===== src/common/ald_map.vh =====
// Purpose: constants for the arithmetic/logic opcode decoder
// Assumes: 8-bit opcodes, cycle counts in system clock cycles
// Notes:   definitions only
`ifndef ALD_MAP_VH
`define ALD_MAP_VH
// operation codes
`define ALD_OP_NONE   4'h0
`define ALD_OP_ADD    4'h1
`define ALD_OP_ADD_CY 4'h2
`define ALD_OP_SUB_BRW 4'h3
`define ALD_OP_INC    4'h4
`define ALD_OP_MINUS1 4'h5
`define ALD_OP_AND    4'h6
`define ALD_OP_OR     4'h7
`define ALD_OP_XOR    4'h8
`define ALD_OP_ROT_L  4'h9
`define ALD_OP_ROT_R  4'hA
`define ALD_OP_INCDP  4'hB
// operand source codes
`define ALD_SRC_NONE  3'h0
`define ALD_SRC_ACC   3'h1
`define ALD_SRC_REG   3'h2
`define ALD_SRC_DIR   3'h3
`define ALD_SRC_IND   3'h4
`define ALD_SRC_IMM   3'h5
// destination codes
`define ALD_DST_ACC   2'h0
`define ALD_DST_REG   2'h1
`define ALD_DST_DIR   2'h2
`define ALD_DST_IND   2'h3
// cycle counts
`define ALD_CYC_SHORT 4'h2
`define ALD_CYC_LONG  4'h4
`define ALD_CYC_UNDEF 4'h1
// lengths
`define ALD_LEN_1     2'h1
`define ALD_LEN_2     2'h2
`define ALD_LEN_3     2'h3
`endif


===== src/rtl/ald_byte_reg.v =====
// Purpose: small register store for fetched instruction bytes
// Assumes: one write port, registered read
// Notes:   holds opcode and up to two operand bytes
`timescale 1ns/1ps
module ald_byte_reg (
  clk,
  rst_b,
  wr_en,
  wr_idx,
  wr_data,
  rd_idx,
  rd_data
);
  input        clk;
  input        rst_b;
  input        wr_en;
  input  [1:0] wr_idx;
  input  [7:0] wr_data;
  input  [1:0] rd_idx;
  output [7:0] rd_data;
  reg    [7:0] mem_ff [0:2]; // byte slots
  reg    [7:0] rd_data_ff;   // registered read
  assign rd_data = rd_data_ff;
  // write slots and register the read
  always @(posedge clk or negedge rst_b) begin
    if (!rst_b) begin
      mem_ff[0]  <= 8'h00;
      mem_ff[1]  <= 8'h00;
      mem_ff[2]  <= 8'h00;
      rd_data_ff <= 8'h00;
    end else begin
      if (wr_en && wr_idx != 2'h3) begin
        mem_ff[wr_idx] <= wr_data;
      end
      rd_data_ff <= (rd_idx == 2'h3) ? 8'h00 : mem_ff[rd_idx];
    end
  end
endmodule


===== src/rtl/ald_decoder.v =====
// Purpose: decode arithmetic and logical opcodes, fetch operands, time execution
// Assumes: program memory answers a fetch request one cycle later with valid data
// Notes:   other instruction groups decode as op none, length 1, one cycle
`timescale 1ns/1ps
`include "ald_map.vh"
// What this block does
// - fetch one to three bytes per opcode
// - fixed opcode-dependent execution cycle count
// - add opcodes 28-2F,25,26-27,24 two cycles
// - add-with-carry 38-3F,35,36-37,34 two cycles
// - subtract-borrow 98-9F,95,96-97,94 two cycles
// - plus-one 04,08-0F,05,06-07 two cycles
// - minus-one 14,18-1F,15,16-17 two cycles
// - data pointer increment A3, four cycles
// - and into accumulator 58-5F,55,56-57,54
// - and into direct 52 two, 53 four
// - or into accumulator 48-4F,45,46-47,44
// - or into direct 42 two, 43 four
// - xor into accumulator 68-6F,65,66-67,64
// - xor into direct 62 two, 63 four
// - rotate left through carry 33, two cycles
// - rotate right through carry 13, two cycles
// - low three bits select bank register
module ald_decoder (
  clk,
  rst_b,
  fetch_req,
  fetch_data,
  fetch_valid,
  exec_done,
  op_code,
  op_src,
  op_dst,
  bank_reg_n,
  pointer_reg_i,
  op_len,
  op_cycles,
  operand1,
  operand2,
  op_valid,
  busy
);
  input        clk;           // 40 MHz system clock
  input        rst_b;         // async reset, active low
  output       fetch_req;     // request next program byte
  input  [7:0] fetch_data;    // byte from program memory
  input        fetch_valid;   // byte present this cycle
  output       exec_done;     // pulse at end of execution
  output [3:0] op_code;       // decoded operation
  output [2:0] op_src;        // operand source
  output [1:0] op_dst;        // destination
  output [2:0] bank_reg_n;    // selected bank register
  output       pointer_reg_i; // selected pointer register
  output [1:0] op_len;        // instruction length in bytes
  output [3:0] op_cycles;     // execution cycles
  output [7:0] operand1;      // first operand byte
  output [7:0] operand2;      // second operand byte
  output       op_valid;      // decode fields valid (level)
  output       busy;          // instruction in progress

  // states
  localparam ST_OPC  = 2'h0;
  localparam ST_OPND = 2'h1;
  localparam ST_EXEC = 2'h2;
  localparam ST_DONE = 2'h3;

  reg  [1:0] state_ff;
  reg  [1:0] nxt_state;
  reg        fetch_req_ff;
  reg        exec_done_ff;
  reg  [3:0] op_code_ff;
  reg  [2:0] op_src_ff;
  reg  [1:0] op_dst_ff;
  reg  [2:0] bank_reg_n_ff;
  reg        pointer_reg_i_ff;
  reg  [1:0] op_len_ff;
  reg  [3:0] op_cycles_ff;
  reg  [7:0] operand1_ff;
  reg  [7:0] operand2_ff;
  reg        op_valid_ff;
  reg  [1:0] byte_cnt_ff;     // operand bytes taken
  reg  [3:0] cyc_cnt_ff;      // execution cycles left
  reg  [1:0] rd_idx_ff;       // store read index
  wire [7:0] store_rd;        // store read data
  reg         busy_ff;        // instruction in progress
  wire [14:0] dec_fields;     // decode of fetched opcode

  // decode table: {op, src, dst, len, cycles}
  function [14:0] ald_decode;
    input [7:0] opc;
    reg   [3:0] op;
    reg   [2:0] src;
    reg   [1:0] dst;
    reg   [1:0] len;
    reg   [3:0] cyc;
    begin
      op  = `ALD_OP_NONE;
      src = `ALD_SRC_NONE;
      dst = `ALD_DST_ACC;
      len = `ALD_LEN_1;
      cyc = `ALD_CYC_UNDEF;
      // arithmetic, logic, plus-one and minus-one groups by high nibble
      case (opc[7:4])
        4'h2: op = `ALD_OP_ADD;
        4'h3: op = `ALD_OP_ADD_CY;
        4'h9: op = `ALD_OP_SUB_BRW;
        4'h5: op = `ALD_OP_AND;
        4'h4: op = `ALD_OP_OR;
        4'h6: op = `ALD_OP_XOR;
        4'h0: op = `ALD_OP_INC;
        4'h1: op = `ALD_OP_MINUS1;
        default: op = `ALD_OP_NONE;
      endcase
      if (op != `ALD_OP_NONE) begin
        cyc = `ALD_CYC_SHORT;
        if (opc[3]) begin
          src = `ALD_SRC_REG;
          if (op == `ALD_OP_INC || op == `ALD_OP_MINUS1) dst = `ALD_DST_REG;
        end else begin
          case (opc[2:0])
            3'h4: begin
              if (op == `ALD_OP_INC || op == `ALD_OP_MINUS1) begin
                src = `ALD_SRC_ACC;
              end else begin
                src = `ALD_SRC_IMM;
                len = `ALD_LEN_2;
              end
            end
            3'h5: begin
              src = `ALD_SRC_DIR;
              len = `ALD_LEN_2;
              if (op == `ALD_OP_INC || op == `ALD_OP_MINUS1) dst = `ALD_DST_DIR;
            end
            3'h6, 3'h7: begin
              src = `ALD_SRC_IND;
              if (op == `ALD_OP_INC || op == `ALD_OP_MINUS1) dst = `ALD_DST_IND;
            end
            3'h2: begin
              // logic into direct byte, accumulator source
              if (op == `ALD_OP_AND || op == `ALD_OP_OR || op == `ALD_OP_XOR) begin
                src = `ALD_SRC_ACC;
                dst = `ALD_DST_DIR;
                len = `ALD_LEN_2;
              end else begin
                op  = `ALD_OP_NONE;
                cyc = `ALD_CYC_UNDEF;
              end
            end
            3'h3: begin
              if (op == `ALD_OP_AND || op == `ALD_OP_OR || op == `ALD_OP_XOR) begin
                src = `ALD_SRC_IMM;
                dst = `ALD_DST_DIR;
                len = `ALD_LEN_3;
                cyc = `ALD_CYC_LONG;
              end else if (opc == 8'h33) begin
                op  = `ALD_OP_ROT_L;
                src = `ALD_SRC_ACC;
              end else if (opc == 8'h13) begin
                op  = `ALD_OP_ROT_R;
                src = `ALD_SRC_ACC;
              end else begin
                op  = `ALD_OP_NONE;
                cyc = `ALD_CYC_UNDEF;
              end
            end
            default: begin
              op  = `ALD_OP_NONE;
              cyc = `ALD_CYC_UNDEF;
            end
          endcase
        end
      end else if (opc == 8'hA3) begin
        op  = `ALD_OP_INCDP;
        cyc = `ALD_CYC_LONG;
      end
      if (op == `ALD_OP_NONE) begin
        src = `ALD_SRC_NONE;
        dst = `ALD_DST_ACC;
      end
      ald_decode = {op, src, dst, len, cyc};
    end
  endfunction

  assign dec_fields = ald_decode(fetch_data);

  // opcode/operand store, slot 0 opcode
  ald_byte_reg u_store (
    .wr_en   (fetch_valid && state_ff != ST_EXEC && state_ff != ST_DONE),
    .clk     (clk),
    .rst_b   (rst_b),
    .wr_idx  ((state_ff == ST_OPC) ? 2'h0 : (byte_cnt_ff + 2'h1)),
    .wr_data (fetch_data),
    .rd_idx  (rd_idx_ff),
    .rd_data (store_rd)
  );

  assign fetch_req     = fetch_req_ff;
  assign exec_done     = exec_done_ff;
  assign op_code       = op_code_ff;
  assign op_src        = op_src_ff;
  assign op_dst        = op_dst_ff;
  assign bank_reg_n    = bank_reg_n_ff;
  assign pointer_reg_i = pointer_reg_i_ff;
  assign op_len        = op_len_ff;
  assign op_cycles     = op_cycles_ff;
  assign operand1      = operand1_ff;
  assign operand2      = operand2_ff;
  assign op_valid      = op_valid_ff;
  assign busy          = busy_ff;

  // next state
  always @* begin
    nxt_state = state_ff;
    case (state_ff)
      ST_OPC: begin
        if (fetch_valid) begin
          nxt_state = (dec_fields[5:4] == `ALD_LEN_1) ? ST_EXEC : ST_OPND;
        end
      end
      ST_OPND: begin
        if (fetch_valid && (byte_cnt_ff + 2'h2) == op_len_ff) nxt_state = ST_EXEC;
      end
      ST_EXEC: begin
        if (cyc_cnt_ff == 4'h1) nxt_state = ST_DONE;
      end
      ST_DONE: nxt_state = ST_OPC;
      default: nxt_state = ST_OPC;
    endcase
  end

  // sequencing and decode registers
  always @(posedge clk or negedge rst_b) begin
    if (!rst_b) begin
      state_ff         <= ST_OPC;
      fetch_req_ff     <= 1'b0;
      exec_done_ff     <= 1'b0;
      op_code_ff       <= `ALD_OP_NONE;
      op_src_ff        <= `ALD_SRC_NONE;
      op_dst_ff        <= `ALD_DST_ACC;
      bank_reg_n_ff    <= 3'h0;
      pointer_reg_i_ff <= 1'b0;
      op_len_ff        <= `ALD_LEN_1;
      op_cycles_ff     <= `ALD_CYC_UNDEF;
      operand1_ff      <= 8'h00;
      operand2_ff      <= 8'h00;
      op_valid_ff      <= 1'b0;
      byte_cnt_ff      <= 2'h0;
      cyc_cnt_ff       <= 4'h0;
      rd_idx_ff        <= 2'h0;
      busy_ff          <= 1'b0;
    end else begin
      state_ff     <= nxt_state;
      exec_done_ff <= 1'b0;
      // request bytes while fetching, stop once complete
      fetch_req_ff <= (nxt_state == ST_OPC || nxt_state == ST_OPND) ? 1'b1 : 1'b0;
      busy_ff      <= (nxt_state != ST_OPC) ? 1'b1 : 1'b0;
      case (state_ff)
        ST_OPC: begin
          if (fetch_valid) begin
            op_code_ff       <= dec_fields[14:11];
            op_src_ff        <= dec_fields[10:8];
            op_dst_ff        <= dec_fields[7:6];
            op_len_ff        <= dec_fields[5:4];
            op_cycles_ff     <= dec_fields[3:0];
            bank_reg_n_ff    <= fetch_data[2:0];
            pointer_reg_i_ff <= fetch_data[0];
            byte_cnt_ff      <= 2'h0;
            cyc_cnt_ff       <= dec_fields[3:0];
            operand1_ff      <= 8'h00;
            operand2_ff      <= 8'h00;
            op_valid_ff      <= 1'b0;
            rd_idx_ff        <= 2'h0;
          end
        end
        ST_OPND: begin
          if (fetch_valid) begin
            // operand bytes follow the opcode in order
            if (byte_cnt_ff == 2'h0) operand1_ff <= fetch_data;
            else operand2_ff <= fetch_data;
            byte_cnt_ff <= byte_cnt_ff + 2'h1;
          end
        end
        ST_EXEC: begin
          op_valid_ff <= 1'b1;
          cyc_cnt_ff  <= cyc_cnt_ff - 4'h1;
          rd_idx_ff   <= 2'h0;
        end
        ST_DONE: begin
          exec_done_ff <= 1'b1;
          op_valid_ff  <= 1'b0;
        end
        default: begin
          op_valid_ff <= 1'b0;
        end
      endcase
    end
  end
endmodule


===== config.mk =====
export PLATFORM = sky130hd
export DESIGN_NAME = ald_decoder
export DESIGN_NICKNAME = d
export VERILOG_FILES = /design/src/rtl/ald_byte_reg.v /design/src/rtl/ald_decoder.v
export VERILOG_INCLUDE_DIRS = /design/src /design/src/common
export SDC_FILE = /design/constraint.sdc
export NUM_CORES = 1
export LEC_CHECK = 0
export BUFFER_PORTS_ARGS = -buffer_cell sky130_fd_sc_hd__buf_2
export CAP_MARGIN = 20
export CORE_ASPECT_RATIO = 0.7
export CORE_UTILIZATION = 37
export CTS_BUF_LIST = sky130_fd_sc_hd__clkbuf_16
export DETAILED_ROUTE_END_ITERATION = 6
export PLACE_DENSITY = 0.62
export RECOVER_POWER = 100
export SLEW_MARGIN = 15
export SYNTH_ARGS = -nofsm -noshare
export SYNTH_HDL_FRONTEND = slang
export SYNTH_SLANG_ARGS = --single-unit

===== constraint.sdc =====
create_clock -name clk -period 2 [get_ports clk]
set_input_delay 0.3 -clock clk [delete_from_list [all_inputs] [get_ports clk]]
set_output_delay 0.3 -clock clk [all_outputs]
set_load 0.05 [all_outputs]

==> qor.yml <==
power_and_ir_drop:
  p_sw_mw: 1.87
  p_seq_share_pct: 33.2
  pwr-share-comb_pct: 43.9
  netSwitchingFraction_pct: 45.3
  peakVddDrop_v: 0.000670
  power.internal_mw: 2.26
  pwr-share-clk_pct: 22.8
  power.density_mw_per_mm2: 1180
  p_leak_nw: 1.52
yosys:
  ys_ff_latch: 45
  netlist_area_mm2: 0.00269
  syn-num-nets: 321
  synth_warnings: 0
  synth-edff-count: 0
  ys_types: 63
  synth_cells: 299
  yosysSeqAreaShare_pct: 42.0
  ys_async_sr_fraction_pct: 100
  syn_avg_cell_area_um2: 9.00
  ys.flop_type: "dfrtp_1"
global_route:
  grt-ovfl-total: 0
  grt_pass1_vias: 2429
  grt_max_degree: 30
  antenna_found_initial: 0
  grt_pass1_wl_um: 11700
  grt_use_total_pct: 19.5
timing:
  fmax_mhz: 525
  final.min_clock_period_ps: 1900
  fin_ws_ps: 96.1
  hold_viol_final: 0
  slew_headroom_pct: 59.1
  tightest_slew_ps: 616
  post-route-period-util_pct: 95.2
  slew_viol_final: 0
  setup_viol: 0
  clock_skew_ps: 2.06
final_layout:
  fin_util_pct: 51.0
  final_cells: 482
  final_nets: 409
  syn2layout_area_growth_pct: 30.4
  antenna_cells: 0
  nFillCells: 678
  layout-drive-gt1-share_pct: 25.8
  stdcell_area_mm2: 0.00351
critical_path:
  max_stage_delay_ps: 410
  crit_path_end_kind: "register"
  cp.buffers_inverters: 2
  slowest_stage: "o32a_1"
  path_delay_family: "compound AO/OA/AOI/OAI gates"
  crit_path_max_fanout: 5
  r2r_setup_slack_ps: 320
  path_cells: "buf_2 -> inv_2 -> ha_2 -> nand2_1 -> nor3_2 -> o211ai_1 -> and3_1 -> o32a_1 -> nand4_4 -> a32o_1"
  start_kind: "primary input"
  crit_type: "primary input to register"
  crit_required_ps: 2220
  critPathArrivalTime_ps: 2130
drt:
  vias: 2451
  avgRoutedWirePerCell_um: 14.3
  wl_um: 6890
  detail-route-antenna-nets: 0
  vias_per_cell: 5.09
  remaining_drc_errors: 0
  drtIter0Drc: 184
  firstDrtPassIters: 4
clock_tree:
  cts-htree-levels: 2
  cts.sinks: 45
  clock_path_buffers: 2
  clk_latency_ps: 280
  cts_tree: "done"
  cts-root-buf: "clkbuf_16"
  path_clk_slew_ps: 60
  cts_made_buffers: 5
placement:
  numPortBuffers: 48
  place_hpwl_um: 5120
  placed_area_mm2: 0.00335
  dpl.cell_count: 472
  gp_congestion: 0.878
  pre_cts_ws_ps: -257
floorplan:
  fp.dieH_um: 73.3
  core_mm2: 0.00688
  start_util_pct: 39.1
  dieArea_mm2: 0.00762
  die_w_um: 104
  top_level_ports: 50
  rows: 25
outcome:
  outcome: "finished, final reports clean"
min_path:
  hp-class: "primary input to register"
run:
  drv_cap: 0
## kinds of logic after synthesis
logic type	after synthesis	share of synthesized area [%]
mux	2	0.791
other cells	1	0.139
fa+ha+maj	11	5.12
xor+xnor	3	0.977
buf+inv	40	7.16
compound gates	81	20.5
flops	45	42.0
simple gates	116	23.4
## sequential cells by signal (all words and copies together) (netlist names)
name,cells
op_len,2
fetch_req,1
byte_cnt_ff,2
op_code,4
exec_done,1
operand1,8
op_src,3
op_valid,1
busy,1
op_cycles,3
op_dst,2
bank_reg_n,3
operand2,8
state_ff,2
cyc_cnt_ff,4
## tightest hold or removal path, delay by kind of cell
| kind | cells | cell delay, ps |
|---|---|---|
| buffers and inverters | 1 | 140 |
| and+or+nand+nor | 2 | 130 |
## cell usage in the layout (no fill, tap or decap), drive strengths merged, types with 4 or more instances in the layout
| cell type | Yosys | layout |
|---|---|---|
| inv | 21 | 22 |
| dfrtp | 43 | 43 |
| a21oi | 9 | 9 |
| nor4 | 4 | 4 |
| nand2b | 7 | 7 |
| buf | 9 | 56 |
| o211ai | 4 | 4 |
| clkbuf | 10 | 48 |
| or2 | 4 | 4 |
| nand2 | 40 | 40 |
| a32o | 5 | 5 |
| nor2 | 24 | 24 |
| o21ai | 38 | 38 |
| nor3 | 9 | 9 |
| nand3 | 16 | 16 |
| ha | 11 | 11 |
## per-layer routing
layer | part of all wire [%] | vias to the layer above | track usage (%)
met5 | 0 | - | 0
met2 | 40 | 71 | 29.0
met3 | 5.3 | 6 | 3.99
met1 | 54 | 1158 | 29.0
li1 | - | 1216 | -
met4 | 0.83 | 0 | 4.92
## synthesized netlist by cell type, types with 3 or more instances
| library cell | count | area [um^2] |
|---|---|---|
| dfrtp_1 | 43 | 1080 |
| nand2_1 | 40 | 150 |
| o21ai_0 | 35 | 175 |
| nor2_1 | 22 | 82.6 |
| inv_1 | 18 | 67.6 |
| nand3_1 | 16 | 80.1 |
| ha_1 | 11 | 138 |
| clkbuf_1 | 10 | 37.5 |
| a21oi_1 | 8 | 40.0 |
| nor3_1 | 7 | 35.0 |
| nand2b_1 | 6 | 37.5 |
| a32o_1 | 5 | 50.1 |
| buf_4 | 4 | 30.0 |
| o211ai_1 | 4 | 30.0 |
| a22oi_1 | 3 | 22.5 |
| a31oi_1 | 3 | 18.8 |
| buf_6 | 3 | 33.8 |
| o21bai_1 | 3 | 22.5 |
| or2_2 | 3 | 18.8 |
| or3_1 | 3 | 18.8 |
## timing repair
action                                  CTS  global route
hold buffers                              1             0
endpoints found under the setup margin    0             8
buffers inserted                          0             1
resized for setup                         0            11
endpoints found under the hold margin     7             0
## worst paths after layout
check / depth (start not counted) / startpoint / end
max: 10 / fetch_data[4] / op_src[0]
max reg2reg: 5 / state_ff[1] / operand1[2]
min in group asynchronous: 2 / rst_b / operand2[6]
min reg2reg: 2 / op_cycles[0] / op_cycles[0]
max in group asynchronous: 3 / rst_b / op_cycles[0]
min: 3 / fetch_valid / busy
## layout make-up
cell class	count	area, um^2	share of cell area, %
Timing Repair Buffer	100	572	16.3
Inverter	21	81.3	2.32
Clock buffer	5	125	3.57
Sequential cell	45	1130	32.2
Multi-Input combinational cell	214	1440	41.1
Clock inverter	3	42.5	1.21
Tap cell	94	118	3.35
## stage by stage
step	hold slack [ps]	setup TNS [ps]	power, mW
floorplan	4.41	0	2.78
finish	330	0	4.13
detailed placement	156	-2580	3.26
global placement	150	-2080	3.23
CTS	321	0	4.22
global route	346	-50.0	4.40
## power by group through the flow
stage | clock [mW] | sequential, mW | combinational (mW)
detailed placement | 0 | 1.38 | 1.88
global route | 1.01 | 1.41 | 1.99
global placement | 0 | 1.38 | 1.86
floorplan | 0 | 2.06 | 0.725
CTS | 0.964 | 1.37 | 1.89
finish | 0.943 | 1.37 | 1.81
Power figures use the tool's default switching activity.
